$ cat src/core/bfm_pkg.sv
package bfm_pkg;

  // ==========================================================
  // Widths and depth
  localparam int BUS_W = 36;
  localparam int LANE_W = 9;
  localparam int HALF_W = 18;
  localparam int FIFO_DEPTH = 16;

  // ==========================================================
  // Port-B bus size codes {hi, lo}
  typedef enum logic [1:0] {
    BFM_SIZE_LONG = 2'b00,
    BFM_SIZE_WORD = 2'b01,
    BFM_SIZE_BYTE = 2'b10,
    BFM_SIZE_MAIL = 2'b11
  } bfm_size_e;

  // Byte swap codes {hi, lo}
  localparam logic [1:0] SWAP_NONE = 2'b00;
  localparam logic [1:0] SWAP_BYTE_REV = 2'b01;
  localparam logic [1:0] SWAP_HALF = 2'b10;
  localparam logic [1:0] SWAP_IN_HALF = 2'b11;

  // Parts per long word, minus one
  localparam logic [1:0] LAST_PART_LONG = 2'h0;
  localparam logic [1:0] LAST_PART_WORD = 2'h1;
  localparam logic [1:0] LAST_PART_BYTE = 2'h3;

  // ==========================================================
  // Flag vector positions, all flags active low
  localparam int FLAG_N = 8;
  localparam int FL_A_EMPTY = 0;
  localparam int FL_A_FULL = 1;
  localparam int FL_A_AEMPTY = 2;
  localparam int FL_A_AFULL = 3;
  localparam int FL_B_EMPTY = 4;
  localparam int FL_B_FULL = 5;
  localparam int FL_B_AEMPTY = 6;
  localparam int FL_B_AFULL = 7;

  // ==========================================================
  // Reset values: empties asserted, fulls released
  localparam logic [7:0] FLAGS_RESET = 8'haa;
  localparam logic [35:0] BUS_RESET = 36'h0;
  localparam logic [1:0] PART_RESET = 2'h0;

endpackage : bfm_pkg

$ cat src/core/bfm_core.sv
`timescale 1ns/1ps
module bfm_core #(
  parameter int DEPTH = bfm_pkg::FIFO_DEPTH
) (
  input wire logic i_ref_clk,
  input wire logic i_reset,
  // Port A
  input wire logic i_port_a_select_n,
  input wire logic i_port_a_write_not_read,
  input wire logic i_port_a_mailbox_sel,
  input wire logic [35:0] i_port_a_data,
  output logic [35:0] o_port_a_data,
  output logic o_port_a_data_oe,
  output logic o_port_a_empty_n,
  output logic o_port_a_full_n,
  output logic o_port_a_almost_empty_n,
  output logic o_port_a_almost_full_n,
  // Port B
  input wire logic i_port_b_select_n,
  input wire logic i_port_b_write_not_read,
  input wire logic i_port_b_mailbox_sel,
  input wire logic i_bus_size_sel_lo,
  input wire logic i_bus_size_sel_hi,
  input wire logic i_swap_mode_lo,
  input wire logic i_swap_mode_hi,
  input wire logic i_big_endian,
  input wire logic [35:0] i_port_b_data,
  output logic [35:0] o_port_b_data,
  output logic o_port_b_data_oe,
  output logic o_port_b_empty_n,
  output logic o_port_b_full_n,
  output logic o_port_b_almost_empty_n,
  output logic o_port_b_almost_full_n,
  // Shared configuration
  input wire logic [35:0] i_mailbox_a_to_b,
  input wire logic [$clog2(DEPTH):0] i_almost_empty_level,
  input wire logic [$clog2(DEPTH):0] i_almost_full_level
);

  localparam int CW = $clog2(DEPTH) + 1;
  typedef logic [CW:0] bfm_wide_t;

  typedef struct packed {
    logic [35:0] a_bus;
    logic [35:0] b_bus;
    logic [35:0] b_rd_word;
    logic [1:0] b_rd_part;
    logic [35:0] b_wr_word;
    logic [1:0] b_wr_part;
    logic [7:0] flag;
    logic [7:0] hist1;
    logic [7:0] hist2;
  } bfm_core_s;

  bfm_core_s st_r;
  bfm_core_s st_nxt;

  bfm_pkg::bfm_size_e size;
  logic [1:0] swap_mode;
  logic [1:0] last_part;
  logic a_wr_req;
  logic a_rd_req;
  logic b_wr_req;
  logic b_rd_req;
  logic b_mail_req;
  logic a2b_push;
  logic a2b_pop;
  logic a2b_ready;
  logic a2b_valid;
  logic [35:0] a2b_dout;
  logic [CW-1:0] a2b_count;
  logic b2a_push;
  logic b2a_pop;
  logic b2a_ready;
  logic b2a_valid;
  logic [35:0] b2a_dout;
  logic [35:0] b2a_din;
  logic [CW-1:0] b2a_count;
  bfm_wide_t a2b_after;
  bfm_wide_t b2a_after;
  logic [7:0] raw;

  // ==========================================================
  // Lane helpers
  function automatic logic [35:0] bfm_swap(input logic [35:0] w, input logic [1:0] mode);
    logic [35:0] r;
    case (mode)
      bfm_pkg::SWAP_NONE: r = w;
      bfm_pkg::SWAP_BYTE_REV: r = {w[8:0], w[17:9], w[26:18], w[35:27]};
      bfm_pkg::SWAP_HALF: r = {w[17:0], w[35:18]};
      bfm_pkg::SWAP_IN_HALF: r = {w[26:18], w[35:27], w[8:0], w[17:9]};
      default: r = w;
    endcase
    return r;
  endfunction : bfm_swap

  // Moves one part between the bus lane and its slot in the swapped word.
  // Bus lane is the top one for big-endian, the bottom one otherwise.
  function automatic logic [35:0] bfm_move(
    input logic [35:0] dst,
    input logic [35:0] src,
    input bfm_pkg::bfm_size_e sz,
    input logic big,
    input logic [1:0] p,
    input logic to_bus
  );
    logic [35:0] r;
    int seg;
    int lane;
    r = dst;
    seg = 0;
    lane = 0;
    case (sz)
      bfm_pkg::BFM_SIZE_WORD: begin
        seg = big ? (1 - int'(p[0])) : int'(p[0]);
        lane = big ? 1 : 0;
        if (to_bus) begin
          r[lane*bfm_pkg::HALF_W +: bfm_pkg::HALF_W] = src[seg*bfm_pkg::HALF_W +: bfm_pkg::HALF_W];
        end else begin
          r[seg*bfm_pkg::HALF_W +: bfm_pkg::HALF_W] = src[lane*bfm_pkg::HALF_W +: bfm_pkg::HALF_W];
        end
      end
      bfm_pkg::BFM_SIZE_BYTE: begin
        seg = big ? (3 - int'(p)) : int'(p);
        lane = big ? 3 : 0;
        if (to_bus) begin
          r[lane*bfm_pkg::LANE_W +: bfm_pkg::LANE_W] = src[seg*bfm_pkg::LANE_W +: bfm_pkg::LANE_W];
        end else begin
          r[seg*bfm_pkg::LANE_W +: bfm_pkg::LANE_W] = src[lane*bfm_pkg::LANE_W +: bfm_pkg::LANE_W];
        end
      end
      default: begin
        r = src;
      end
    endcase
    return r;
  endfunction : bfm_move

  // ==========================================================
  // Request decode
  assign size = bfm_pkg::bfm_size_e'({i_bus_size_sel_hi, i_bus_size_sel_lo});
  assign swap_mode = {i_swap_mode_hi, i_swap_mode_lo};
  assign a_wr_req = !i_port_a_select_n && i_port_a_write_not_read && !i_port_a_mailbox_sel;
  assign a_rd_req = !i_port_a_select_n && !i_port_a_write_not_read && !i_port_a_mailbox_sel;
  assign b_wr_req = !i_port_b_select_n && i_port_b_write_not_read && !i_port_b_mailbox_sel
                    && (size != bfm_pkg::BFM_SIZE_MAIL);
  assign b_rd_req = !i_port_b_select_n && !i_port_b_write_not_read && !i_port_b_mailbox_sel
                    && (size != bfm_pkg::BFM_SIZE_MAIL);
  assign b_mail_req = !i_port_b_select_n && !i_port_b_write_not_read
                      && (size == bfm_pkg::BFM_SIZE_MAIL);
  assign o_port_a_data_oe = !i_port_a_select_n && !i_port_a_write_not_read;
  assign o_port_b_data_oe = !i_port_b_select_n && !i_port_b_write_not_read;

  always_comb begin
    case (size)
      bfm_pkg::BFM_SIZE_LONG: last_part = bfm_pkg::LAST_PART_LONG;
      bfm_pkg::BFM_SIZE_WORD: last_part = bfm_pkg::LAST_PART_WORD;
      bfm_pkg::BFM_SIZE_BYTE: last_part = bfm_pkg::LAST_PART_BYTE;
      default: last_part = bfm_pkg::LAST_PART_LONG;
    endcase
  end

  // ==========================================================
  // FIFOs
  assign a2b_push = a_wr_req && a2b_ready;
  assign b2a_pop = a_rd_req && b2a_valid;
  // A new long word leaves the FIFO only on the first part of a read
  assign a2b_pop = b_rd_req && (st_r.b_rd_part == bfm_pkg::PART_RESET) && a2b_valid;
  // Partial writes are stored only when the last part completes the word
  assign b2a_push = b_wr_req && (st_r.b_wr_part == last_part) && b2a_ready;
  assign b2a_din = bfm_swap(bfm_move(st_r.b_wr_word, i_port_b_data, size, i_big_endian,
                                     st_r.b_wr_part, 1'b0), swap_mode);

  bfm_fifo #(
    .WIDTH(bfm_pkg::BUS_W),
    .DEPTH(DEPTH)
  ) u_fifo_a_to_b (
    .i_ref_clk(i_ref_clk),
    .i_reset(i_reset),
    .i_wr_valid(a_wr_req),
    .o_wr_ready(a2b_ready),
    .i_wr_data(i_port_a_data),
    .o_rd_valid(a2b_valid),
    .i_rd_ready(a2b_pop),
    .o_rd_data(a2b_dout),
    .o_count(a2b_count)
  );

  bfm_fifo #(
    .WIDTH(bfm_pkg::BUS_W),
    .DEPTH(DEPTH)
  ) u_fifo_b_to_a (
    .i_ref_clk(i_ref_clk),
    .i_reset(i_reset),
    .i_wr_valid(b2a_push),
    .o_wr_ready(b2a_ready),
    .i_wr_data(b2a_din),
    .o_rd_valid(b2a_valid),
    .i_rd_ready(b2a_pop),
    .o_rd_data(b2a_dout),
    .o_count(b2a_count)
  );

  // ==========================================================
  // Occupancy after this edge, so flags fall on the same edge
  assign a2b_after = bfm_wide_t'(a2b_count) + bfm_wide_t'(a2b_push) - bfm_wide_t'(a2b_pop);
  assign b2a_after = bfm_wide_t'(b2a_count) + bfm_wide_t'(b2a_push) - bfm_wide_t'(b2a_pop);

  // ==========================================================
  // Next state
  always_comb begin
    st_nxt = st_r;

    if (a_rd_req && b2a_valid) begin
      st_nxt.a_bus = b2a_dout;
    end

    if (b_mail_req) begin
      st_nxt.b_bus = i_mailbox_a_to_b;
    end else if (b_rd_req) begin
      if (st_r.b_rd_part == bfm_pkg::PART_RESET) begin
        if (a2b_valid) begin
          st_nxt.b_rd_word = bfm_swap(a2b_dout, swap_mode);
          // Lanes outside the part keep the previous output register value
          st_nxt.b_bus = bfm_move(st_r.b_bus, st_nxt.b_rd_word, size, i_big_endian,
                                  st_r.b_rd_part, 1'b1);
          st_nxt.b_rd_part = (last_part == bfm_pkg::PART_RESET) ? bfm_pkg::PART_RESET : 2'h1;
        end
      end else begin
        st_nxt.b_bus = bfm_move(st_r.b_bus, st_r.b_rd_word, size, i_big_endian,
                                st_r.b_rd_part, 1'b1);
        st_nxt.b_rd_part = (st_r.b_rd_part >= last_part) ? bfm_pkg::PART_RESET
                                                          : st_r.b_rd_part + 2'h1;
      end
    end

    if (b_wr_req) begin
      st_nxt.b_wr_word = bfm_move(st_r.b_wr_word, i_port_b_data, size, i_big_endian,
                                  st_r.b_wr_part, 1'b0);
      // A completed word that finds the FIFO full is dropped
      st_nxt.b_wr_part = (st_r.b_wr_part >= last_part) ? bfm_pkg::PART_RESET
                                                       : st_r.b_wr_part + 2'h1;
    end

    raw[bfm_pkg::FL_A_EMPTY] = (b2a_after != '0);
    raw[bfm_pkg::FL_A_FULL] = (a2b_after < bfm_wide_t'(DEPTH));
    raw[bfm_pkg::FL_A_AEMPTY] = (b2a_after > bfm_wide_t'(i_almost_empty_level));
    raw[bfm_pkg::FL_A_AFULL] = ((a2b_after + bfm_wide_t'(i_almost_full_level)) < bfm_wide_t'(DEPTH));
    // Empty on port B also covers parts still held in the output word
    raw[bfm_pkg::FL_B_EMPTY] = (a2b_after != '0) || (st_nxt.b_rd_part != bfm_pkg::PART_RESET);
    raw[bfm_pkg::FL_B_FULL] = (b2a_after < bfm_wide_t'(DEPTH));
    raw[bfm_pkg::FL_B_AEMPTY] = (a2b_after > bfm_wide_t'(i_almost_empty_level));
    raw[bfm_pkg::FL_B_AFULL] = ((b2a_after + bfm_wide_t'(i_almost_full_level)) < bfm_wide_t'(DEPTH));

    // Falls act at once; rises wait two stages so they appear late
    st_nxt.hist1 = raw;
    st_nxt.hist2 = st_r.hist1;
    for (int k = 0; k < bfm_pkg::FLAG_N; k++) begin
      st_nxt.flag[k] = raw[k] && st_r.hist1[k] && st_r.hist2[k];
    end
  end

  always_ff @(posedge i_ref_clk) begin
    if (i_reset) begin
      st_r.a_bus <= bfm_pkg::BUS_RESET;
      st_r.b_bus <= bfm_pkg::BUS_RESET;
      st_r.b_rd_word <= bfm_pkg::BUS_RESET;
      st_r.b_rd_part <= bfm_pkg::PART_RESET;
      st_r.b_wr_word <= bfm_pkg::BUS_RESET;
      st_r.b_wr_part <= bfm_pkg::PART_RESET;
      st_r.flag <= bfm_pkg::FLAGS_RESET;
      st_r.hist1 <= bfm_pkg::FLAGS_RESET;
      st_r.hist2 <= bfm_pkg::FLAGS_RESET;
    end else begin
      st_r <= st_nxt;
    end
  end

  // ==========================================================
  // Outputs
  assign o_port_a_data = st_r.a_bus;
  assign o_port_b_data = st_r.b_bus;
  assign o_port_a_empty_n = st_r.flag[bfm_pkg::FL_A_EMPTY];
  assign o_port_a_full_n = st_r.flag[bfm_pkg::FL_A_FULL];
  assign o_port_a_almost_empty_n = st_r.flag[bfm_pkg::FL_A_AEMPTY];
  assign o_port_a_almost_full_n = st_r.flag[bfm_pkg::FL_A_AFULL];
  assign o_port_b_empty_n = st_r.flag[bfm_pkg::FL_B_EMPTY];
  assign o_port_b_full_n = st_r.flag[bfm_pkg::FL_B_FULL];
  assign o_port_b_almost_empty_n = st_r.flag[bfm_pkg::FL_B_AEMPTY];
  assign o_port_b_almost_full_n = st_r.flag[bfm_pkg::FL_B_AFULL];

endmodule : bfm_core

$ cat src/core/bfm_fifo.sv
`timescale 1ns/1ps
module bfm_fifo #(
  parameter int WIDTH = 36,
  parameter int DEPTH = 16
) (
  input wire logic i_ref_clk,
  input wire logic i_reset,
  input wire logic i_wr_valid,
  output logic o_wr_ready,
  input wire logic [WIDTH-1:0] i_wr_data,
  output logic o_rd_valid,
  input wire logic i_rd_ready,
  output logic [WIDTH-1:0] o_rd_data,
  output logic [$clog2(DEPTH):0] o_count
);

  localparam int AW = $clog2(DEPTH);

  typedef struct packed {
    logic [DEPTH-1:0][WIDTH-1:0] mem;
    logic [AW:0] wr_ptr;
    logic [AW:0] rd_ptr;
    logic out_valid;
    logic [WIDTH-1:0] dout;
  } bfm_fifo_s;

  bfm_fifo_s st_r;
  bfm_fifo_s st_nxt;
  logic [AW:0] mem_cnt;
  logic push;
  logic pop;
  logic load;

  // ==========================================================
  // Output register counts as storage, so total capacity is DEPTH
  assign mem_cnt = st_r.wr_ptr - st_r.rd_ptr;
  assign o_count = mem_cnt + {{AW{1'b0}}, st_r.out_valid};
  assign o_wr_ready = (o_count < (AW+1)'(DEPTH));
  assign o_rd_valid = st_r.out_valid;
  assign o_rd_data = st_r.dout;
  assign push = i_wr_valid && o_wr_ready;
  assign pop = st_r.out_valid && i_rd_ready;
  assign load = (mem_cnt != '0) && (!st_r.out_valid || pop);

  always_comb begin
    st_nxt = st_r;
    if (push) begin
      st_nxt.mem[st_r.wr_ptr[AW-1:0]] = i_wr_data;
      st_nxt.wr_ptr = st_r.wr_ptr + 1'b1;
    end
    if (load) begin
      st_nxt.dout = st_r.mem[st_r.rd_ptr[AW-1:0]];
      st_nxt.rd_ptr = st_r.rd_ptr + 1'b1;
      st_nxt.out_valid = 1'b1;
    end else if (pop) begin
      st_nxt.out_valid = 1'b0;
    end
  end

  always_ff @(posedge i_ref_clk) begin
    if (i_reset) begin
      st_r <= '0;
    end else begin
      st_r <= st_nxt;
    end
  end

endmodule : bfm_fifo

$ cat config.mk
export PLATFORM = sky130hd
export DESIGN_NAME = bfm_core
export DESIGN_NICKNAME = d
export VERILOG_FILES = /design/src/core/bfm_pkg.sv /design/src/core/bfm_core.sv /design/src/core/bfm_fifo.sv
export SDC_FILE = /design/constraint.sdc
export NUM_CORES = 2
export LEC_CHECK = 0
export BUFFER_PORTS_ARGS = -buffer_cell sky130_fd_sc_hd__buf_2
export CORE_ASPECT_RATIO = 1.1
export CORE_UTILIZATION = 45
export CTS_CLUSTER_SIZE = 8
export DETAILED_ROUTE_END_ITERATION = 10
export SYNTH_ARGS = -nofsm -noshare
export SYNTH_HDL_FRONTEND = slang
export SYNTH_SLANG_ARGS = --single-unit
$ cat constraint.sdc
create_clock -name i_ref_clk -period 10.4 [get_ports i_ref_clk]
set_clock_uncertainty 0.05 [all_clocks]
set_input_delay 0.52 -clock i_ref_clk [delete_from_list [all_inputs] [get_ports i_ref_clk]]
set_output_delay 0.52 -clock i_ref_clk [all_outputs]
set_load 0.005 [all_outputs]
# [Yosys cells after proc, flatten, opt, wreduce, memory -nomap -nowiden]
# Cells that the tools add are included.
[totals] reg_bits=1418 out_inout_bits=82 wordCells=231
[classes] addsub=24 multipliers=6 magnitude_cmp=16 eq_ne=9 shift=16 mux=46 bitwise_logic=1 n_reduce_logical=64
[ops] cell="bitwise mux 576 bit" count=2
[ops] cell="2-to-1 mux 36 bit" count=11
[ops] cell="binary-select mux 36 bit (select 4 bit)" count=2
[ops] cell="demux 36 bit (select 4 bit)" count=2
[ops] cell="case mux 36 bit (4 select lines)" count=2
[ops] cell="bitwise mux 36 bit" count=6
[ops] cell="case mux 36 bit (2 select lines)" count=3
[ops] cell="2-to-1 mux 74 bit" count=2
[ops] cell="negation 32 -> 33 bit" count=4
[ops] cell="2-to-1 mux 32 bit" count=4
[ops] cell="variable part select 18 x 33 -> 36 bit" count=3
[ops] cell="variable part select 9 x 33 -> 36 bit" count=3
[ops] cell="variable shift 18 x 33 -> 36 bit, first input constant" count=2
[ops] cell="variable shift 9 x 33 -> 36 bit, first input constant" count=2
[ops] cell="variable part select 36 x 32 -> 18 bit" count=2
[ops] cell="variable part select 36 x 32 -> 9 bit" count=2
[ops] cell="multiplier 32 x 5 -> 31 bit, second input constant" count=2
[ops] cell="multiplier 32 x 5 -> 32 bit, second input constant" count=2
[ops] cell="logical AND 1 bit" count=40
[ops] cell="variable part select 36 x 7 -> 18 bit" count=1
[ops] cell="variable part select 36 x 7 -> 9 bit" count=1
[ops] cell="< comparator 6 x 5 -> 1 bit, second input constant" count=4
[ops] cell="adder 5 x 1 -> 5 bit, second input constant" count=4
[ops] cell="< comparator 4 x 5 -> 1 bit, second input constant" count=4
[ops] cell="31 further kinds" count=72

# [Logic depth before layout (Yosys ltp)]
[depth] depth_word=18 mapped_depth=24 depth_no_buf=22

# [Cells and area by module]
# Synthesis repeated with hierarchy kept, for this count alone.
[unflattened] hier_cells=7007 hier_area_um2=73536.8
[modules_own_cells] module="bfm_fifo (u_fifo_a_to_b)" n_inst=1 cells_each=2543 area_each_um2=28991.6 seq_area_each_um2=12472.0
[modules_own_cells] module="bfm_fifo (u_fifo_b_to_a)" n_inst=1 cells_each=2543 area_each_um2=28987.8 seq_area_each_um2=12472.0
[modules_own_cells] module="bfm_core" n_inst=1 cells_each=1921 area_each_um2=15557.4 seq_area_each_um2=3443.3

# [Worst setup path before layout]
# Ideal clock, no wire load.
[synth_timing] path_kind="reg-to-reg" from="register u_fifo_a_to_b.st_r[38] (netlist name)" to="register st_r, in the netlist o_port_a_almost_full_n" t_arrival_ns=4.898 t_required_ns=10.263 setup_slack_ns=5.365 path_stages_with_launch=22 n_path_buf=4 synth_period_minus_slack_ns=5.035 path_cell_list="dfxtp_1 > buf_1 > clkbuf_1 > inv_1 > fa_1 > ha_1 > o2111a_1 > o21ai_0 > and3_1 > buf_2 > buf_2 > ha_1 > inv_1 > fa_1 > nor2b_1 > o21ai_0 > nand2b_1 > xnor2_1 > inv_1 > ha_1 > or2_2 > o31ai_1"
[synth_via] elab_chain_len=10
[synth_lines] element="start: declaration" line_no="bfm_fifo.sv:27" source="bfm_fifo_s st_r;"
[synth_lines] element="start signal: assignment" line_no="bfm_fifo.sv:64" source="st_r <= st_nxt;"
[synth_lines] element="subtractor 5 bit" line_no="bfm_fifo.sv:36" source="assign mem_cnt = st_r.wr_ptr - st_r.rd_ptr;"
[synth_lines] element="adder 5 x 1 -> 5 bit" line_no="bfm_fifo.sv:37" source="assign o_count = mem_cnt + {{AW{1'b0}}, st_r.out_valid};"
[synth_lines] element="< comparator 5 bit" line_no="bfm_fifo.sv:38" source="assign o_wr_ready = (o_count < (AW+1)'(DEPTH));"
[synth_lines] element="logical AND 1 bit" line_no="bfm_core.sv:165" source="assign a2b_push = a_wr_req && a2b_ready;"
[synth_lines] element="net a2b_push" line_no="bfm_core.sv:66" source="logic a2b_push;"
[synth_lines] element="adder 5 x 1 -> 6 bit" line_no="bfm_core.sv:206" source="assign a2b_after = bfm_wide_t'(a2b_count) + bfm_wide_t'(a2b_push) - bfm_wide_t'(a2b_pop);"
[synth_lines] element="subtractor 6 x 1 -> 6 bit" line_no="bfm_core.sv:206"
[synth_lines] element="adder 6 x 5 -> 6 bit" line_no="bfm_core.sv:248" source="raw[bfm_pkg::FL_A_AFULL] = ((a2b_after + bfm_wide_t'(i_almost_full_level)) < bfm_wide_t'(DEPTH));"
[synth_lines] element="< comparator 6 x 5 -> 1 bit" line_no="bfm_core.sv:248"
[synth_lines] element="logical AND 1 bit (2 in series)" line_no="bfm_core.sv:259" source="st_nxt.flag[k] = raw[k] && st_r.hist1[k] && st_r.hist2[k];"
[synth_lines] element="end signal: assignment" line_no="bfm_core.sv:275" source="st_r <= st_nxt;"
[synth_lines] element="end: declaration" line_no="bfm_core.sv:55" source="bfm_core_s st_r;"
# The timed path passes the listed nets, and every way through them passes these cells.
# A chain may end at the register's enable or synchronous reset.

# [Final worst setup path]
[layout_timing] from="register u_fifo_b_to_a.st_r[38] (netlist name)" to="register st_r, in the netlist st_nxt[7]"
[layout_via] elab_chain_len=8
[layout_lines] element="start: declaration" line_no="bfm_fifo.sv:27"
[layout_lines] element="start signal: assignment" line_no="bfm_fifo.sv:64"
[layout_lines] element="subtractor 5 bit (*)" line_no="bfm_fifo.sv:36"
[layout_lines] element="adder 5 x 1 -> 5 bit (*)" line_no="bfm_fifo.sv:37"
[layout_lines] element="< comparator 5 bit" line_no="bfm_fifo.sv:38"
[layout_lines] element="logical AND 1 bit" line_no="bfm_core.sv:170" source="assign b2a_push = b_wr_req && (st_r.b_wr_part == last_part) && b2a_ready;"
[layout_lines] element="adder 5 x 1 -> 6 bit (*)" line_no="bfm_core.sv:207" source="assign b2a_after = bfm_wide_t'(b2a_count) + bfm_wide_t'(b2a_push) - bfm_wide_t'(b2a_pop);"
[layout_lines] element="subtractor 6 x 1 -> 6 bit (*)" line_no="bfm_core.sv:207"
[layout_lines] element="adder 6 x 5 -> 6 bit (*)" line_no="bfm_core.sv:253" source="raw[bfm_pkg::FL_B_AFULL] = ((b2a_after + bfm_wide_t'(i_almost_full_level)) < bfm_wide_t'(DEPTH));"
[layout_lines] element="< comparator 6 x 5 -> 1 bit (*)" line_no="bfm_core.sv:253"
# Every way passes the cells marked *; elsewhere a longest branch is shown, timed or not.

==> impl_metrics.tcl <==
set metrics [dict create \
    maxCapViolations 0 \
    final.setup.tns_ps 0 \
    io_buffers 212 \
    die_x_um 374 \
    die_area_um2 154000 \
    start_kind "flip-flop" \
    drive_gt1_share_pct 18.7 \
    crit_buf_inv 4 \
    path_cells "inv_1 -> fa_1 -> xor2_1 -> nand2_1 -> a211oi_2 -> or3_1 -> nand3_1 -> inv_1 -> ha_1 -> inv_1 -> fa_1 -> nor2b_1 -> o21ai_0 -> nand2b_1 -> xnor2_1 -> inv_1 -> ha_1 -> or2_2 -> o221ai_1" \
    cellPowerDensity_nw_per_um2 194 \
    synth_seq_cells 1418 \
    final_cell_mix "dfxtp_1, nand2_1, mux2i_1" \
    cts_resized 0 \
    critPathTopFamily "simple AND/OR/NAND/NOR gates" \
    final_common_cell "dfxtp_1" \
    drc_errors 0 \
    cts_tree "built" \
    num_rows 149 \
    start_util_pct 45.5 \
    hp-class "primary input to flip-flop" \
    viasPerCell 6.20 \
    drtIter0Drc 5083 \
    run_status "complete, no violations" \
    min_period_ps 5820 \
    routed_wl_um 211000 \
    slew_headroom_pct 21.2 \
    die_h_um 411 \
    yosys_warnings 0 \
    grt_max_degree 195 \
    vias 53300 \
    clockBufferDepth 3 \
    postCtsHoldBufs 35 \
    core-area_um2 151000 \
    syn_area_per_cell_um2 10.1 \
    hpwlAfterDp_um 128000 \
    worst_ep_required_time_ps 11070 \
    whs_ps 94.3 \
    path_class "flip-flop to flip-flop" \
    worstSetupEndpointType "flip-flop" \
    insertion_delay_ps 820 \
    drt_pass1_iterations 7 \
    final_util_pct 50.0 \
    synthFlopType "dfxtp_1" \
    syn_area_um2 68600 \
    worst-path-max-fanout 50 \
    ir_worst_vdd_mv 0.196 \
    setup_viol 0 \
    wl_per_cell_um 24.5 \
    cts_buffers 195 \
    p_leak_nw 29.0 \
    grt_pass1_wl_um 321000 \
    dp_cells 8350 \
    cts.clk_slew.worst_paths_ps 50 \
    nets 6819 \
    cp_slowest_cell "dfxtp_4" \
    crit_top_cell "inv_1" \
    postCtsSetupBuffers 0 \
    fin_crit_sh_pct 56.0 \
    synthToLayoutAreaGrowth_pct 9.88 \
    synth_edf_count 0 \
    seq_area_frac_synth_pct 41.4 \
    rsz0062_at_grt "no" \
    cts_root_buf "clkbuf_16" \
    overflow 0 \
    synth_nets 7016 \
    fmax_mhz 172 \
    drtAntennaViolNets 0 \
    tightest_slew_ps 1180 \
    final_cells 8605 \
    slew_viol_final 0 \
    grt_pass1_vias 51900 \
    setup_ws_ps 4580 \
    grtUsageTotal_pct 26.8 \
    ys_types 109 \
    cts.sinks 1418 \
    finalHoldViolCount 0 \
    io_pins 213 \
    async_reset_ff_share_pct 0 \
    grt_antenna_before_repair 5 \
    cp.arrival_ps 6490 \
    h-tree-depth 4 \
    routabilityCongestion 0.916 \
    reg2reg_slack_ps 4580 \
    place_ws_ps 4650 \
    slowest_delay_ps 950 \
    synthCells 6816 \
]
==> tightest hold or removal path, stage by stage <==
cell	delay, ps
buf_2	120
a222oi_1	70
o32ai_1	170
==> layer usage <==
metal	up-vias	global-route usage, %	share of wire [%]
li1	24300	-	-
met1	26500	34.1	41
met2	1963	44.2	48
met3	490	5.03	6.7
met4	4	11.9	4.4
met5	-	0	0.010
==> flip-flops by register name, summed over array words and instances, names as in the netlist <==
register / cells
o_port_a_data: 36
o_port_a_almost_empty_n: 1
o_port_b_empty_n: 1
o_port_a_full_n: 1
o_port_a_empty_n: 1
u_fifo_b_to_a.o_rd_data: 36
o_port_a_almost_full_n: 1
o_port_b_data: 36
o_port_b_almost_full_n: 1
u_fifo_a_to_b.o_rd_data: 36
u_fifo_a_to_b.st_r: 586
o_port_b_almost_empty_n: 1
o_port_b_full_n: 1
u_fifo_b_to_a.o_rd_valid: 1
u_fifo_b_to_a.st_r: 586
st_nxt: 8
st_r: 84
u_fifo_a_to_b.o_rd_valid: 1
==> synthesized netlist by cell type, drive strengths merged, types with 5 or more instances <==
cell / n / area (µm²)
dfxtp: 1418 / 28400
nand2: 1345 / 5050
mux2i: 645 / 6510
clkbuf: 451 / 1700
mux4: 445 / 10000
nor2: 372 / 1410
a21oi: 319 / 1670
buf: 298 / 1820
a211oi: 288 / 2600
nand3: 118 / 591
o22ai: 110 / 702
o32ai: 100 / 973
o21ai: 88 / 470
o221ai: 88 / 790
inv: 77 / 289
ha: 65 / 813
nor3: 53 / 358
nand4: 48 / 300
mux2: 46 / 518
nor2b: 40 / 250
o31ai: 40 / 305
a222oi: 34 / 340
a31oi: 33 / 206
and2: 24 / 150
and3: 22 / 138
a221oi: 21 / 201
nand2b: 19 / 119
a221o: 16 / 160
xnor2: 16 / 148
xor2: 16 / 174
a22oi: 14 / 105
or3: 14 / 87.6
and4: 13 / 114
a21o: 10 / 75.1
a32oi: 9 / 93.8
nor4: 9 / 68.8
or2: 7 / 43.8
a31o: 5 / 43.8
==> final cells by class <==
class / instances / area [µm²]
multi-input combinational: 4570 / 36700
antenna: 2 / 5.00
tap: 1963 / 2460
fill: 13700 / 75300
clock buffer: 206 / 4990
inverter: 79 / 305
clock inverter: 12 / 233
sequential: 1418 / 28400
timing repair buffer: 355 / 2290
==> power breakdown <==
part	leakage, nW	internal, mW	switching (mW)	total [mW]
Clock	2.56	3.35	2.34	5.69
Sequential	11.4	5.53	0.183	5.72
Combinational	15.0	1.21	2.02	3.23
==> worst paths after layout <==
check                          from               end  cells after the start
min             i_mailbox_a_to_b[8]  o_port_b_data[8]                      3
min reg2reg                 st_r[4]  o_port_b_empty_n                      2
max          u_fifo_b_to_a.st_r[38]         st_nxt[7]                     19
max reg2reg  u_fifo_b_to_a.st_r[38]         st_nxt[7]                     19
==> per-stage QoR <==
stage | total power [mW] | area, µm²
after floorplan | 8.18 | 68600
after global placement | 8.99 | 69800
after detailed placement | 9.04 | 69800
after CTS | 14.7 | 75400
after global routing | 15.3 | 75400
final | 14.6 | 75400
==> logic make-up after synthesis <==
kind of cell	Yosys count	synth area share (%)
buffers and inverters	828	5.55
adder cells (fa/ha/maj)	69	1.30
flip-flops	1418	41.4
XOR/XNOR	34	0.536
AND/OR/NAND/NOR	2103	12.9
AO/OA/AOI/OAI	1228	13.5
multiplexers	1136	24.9
No activity file was read; power rests on OpenSTA's default activity.
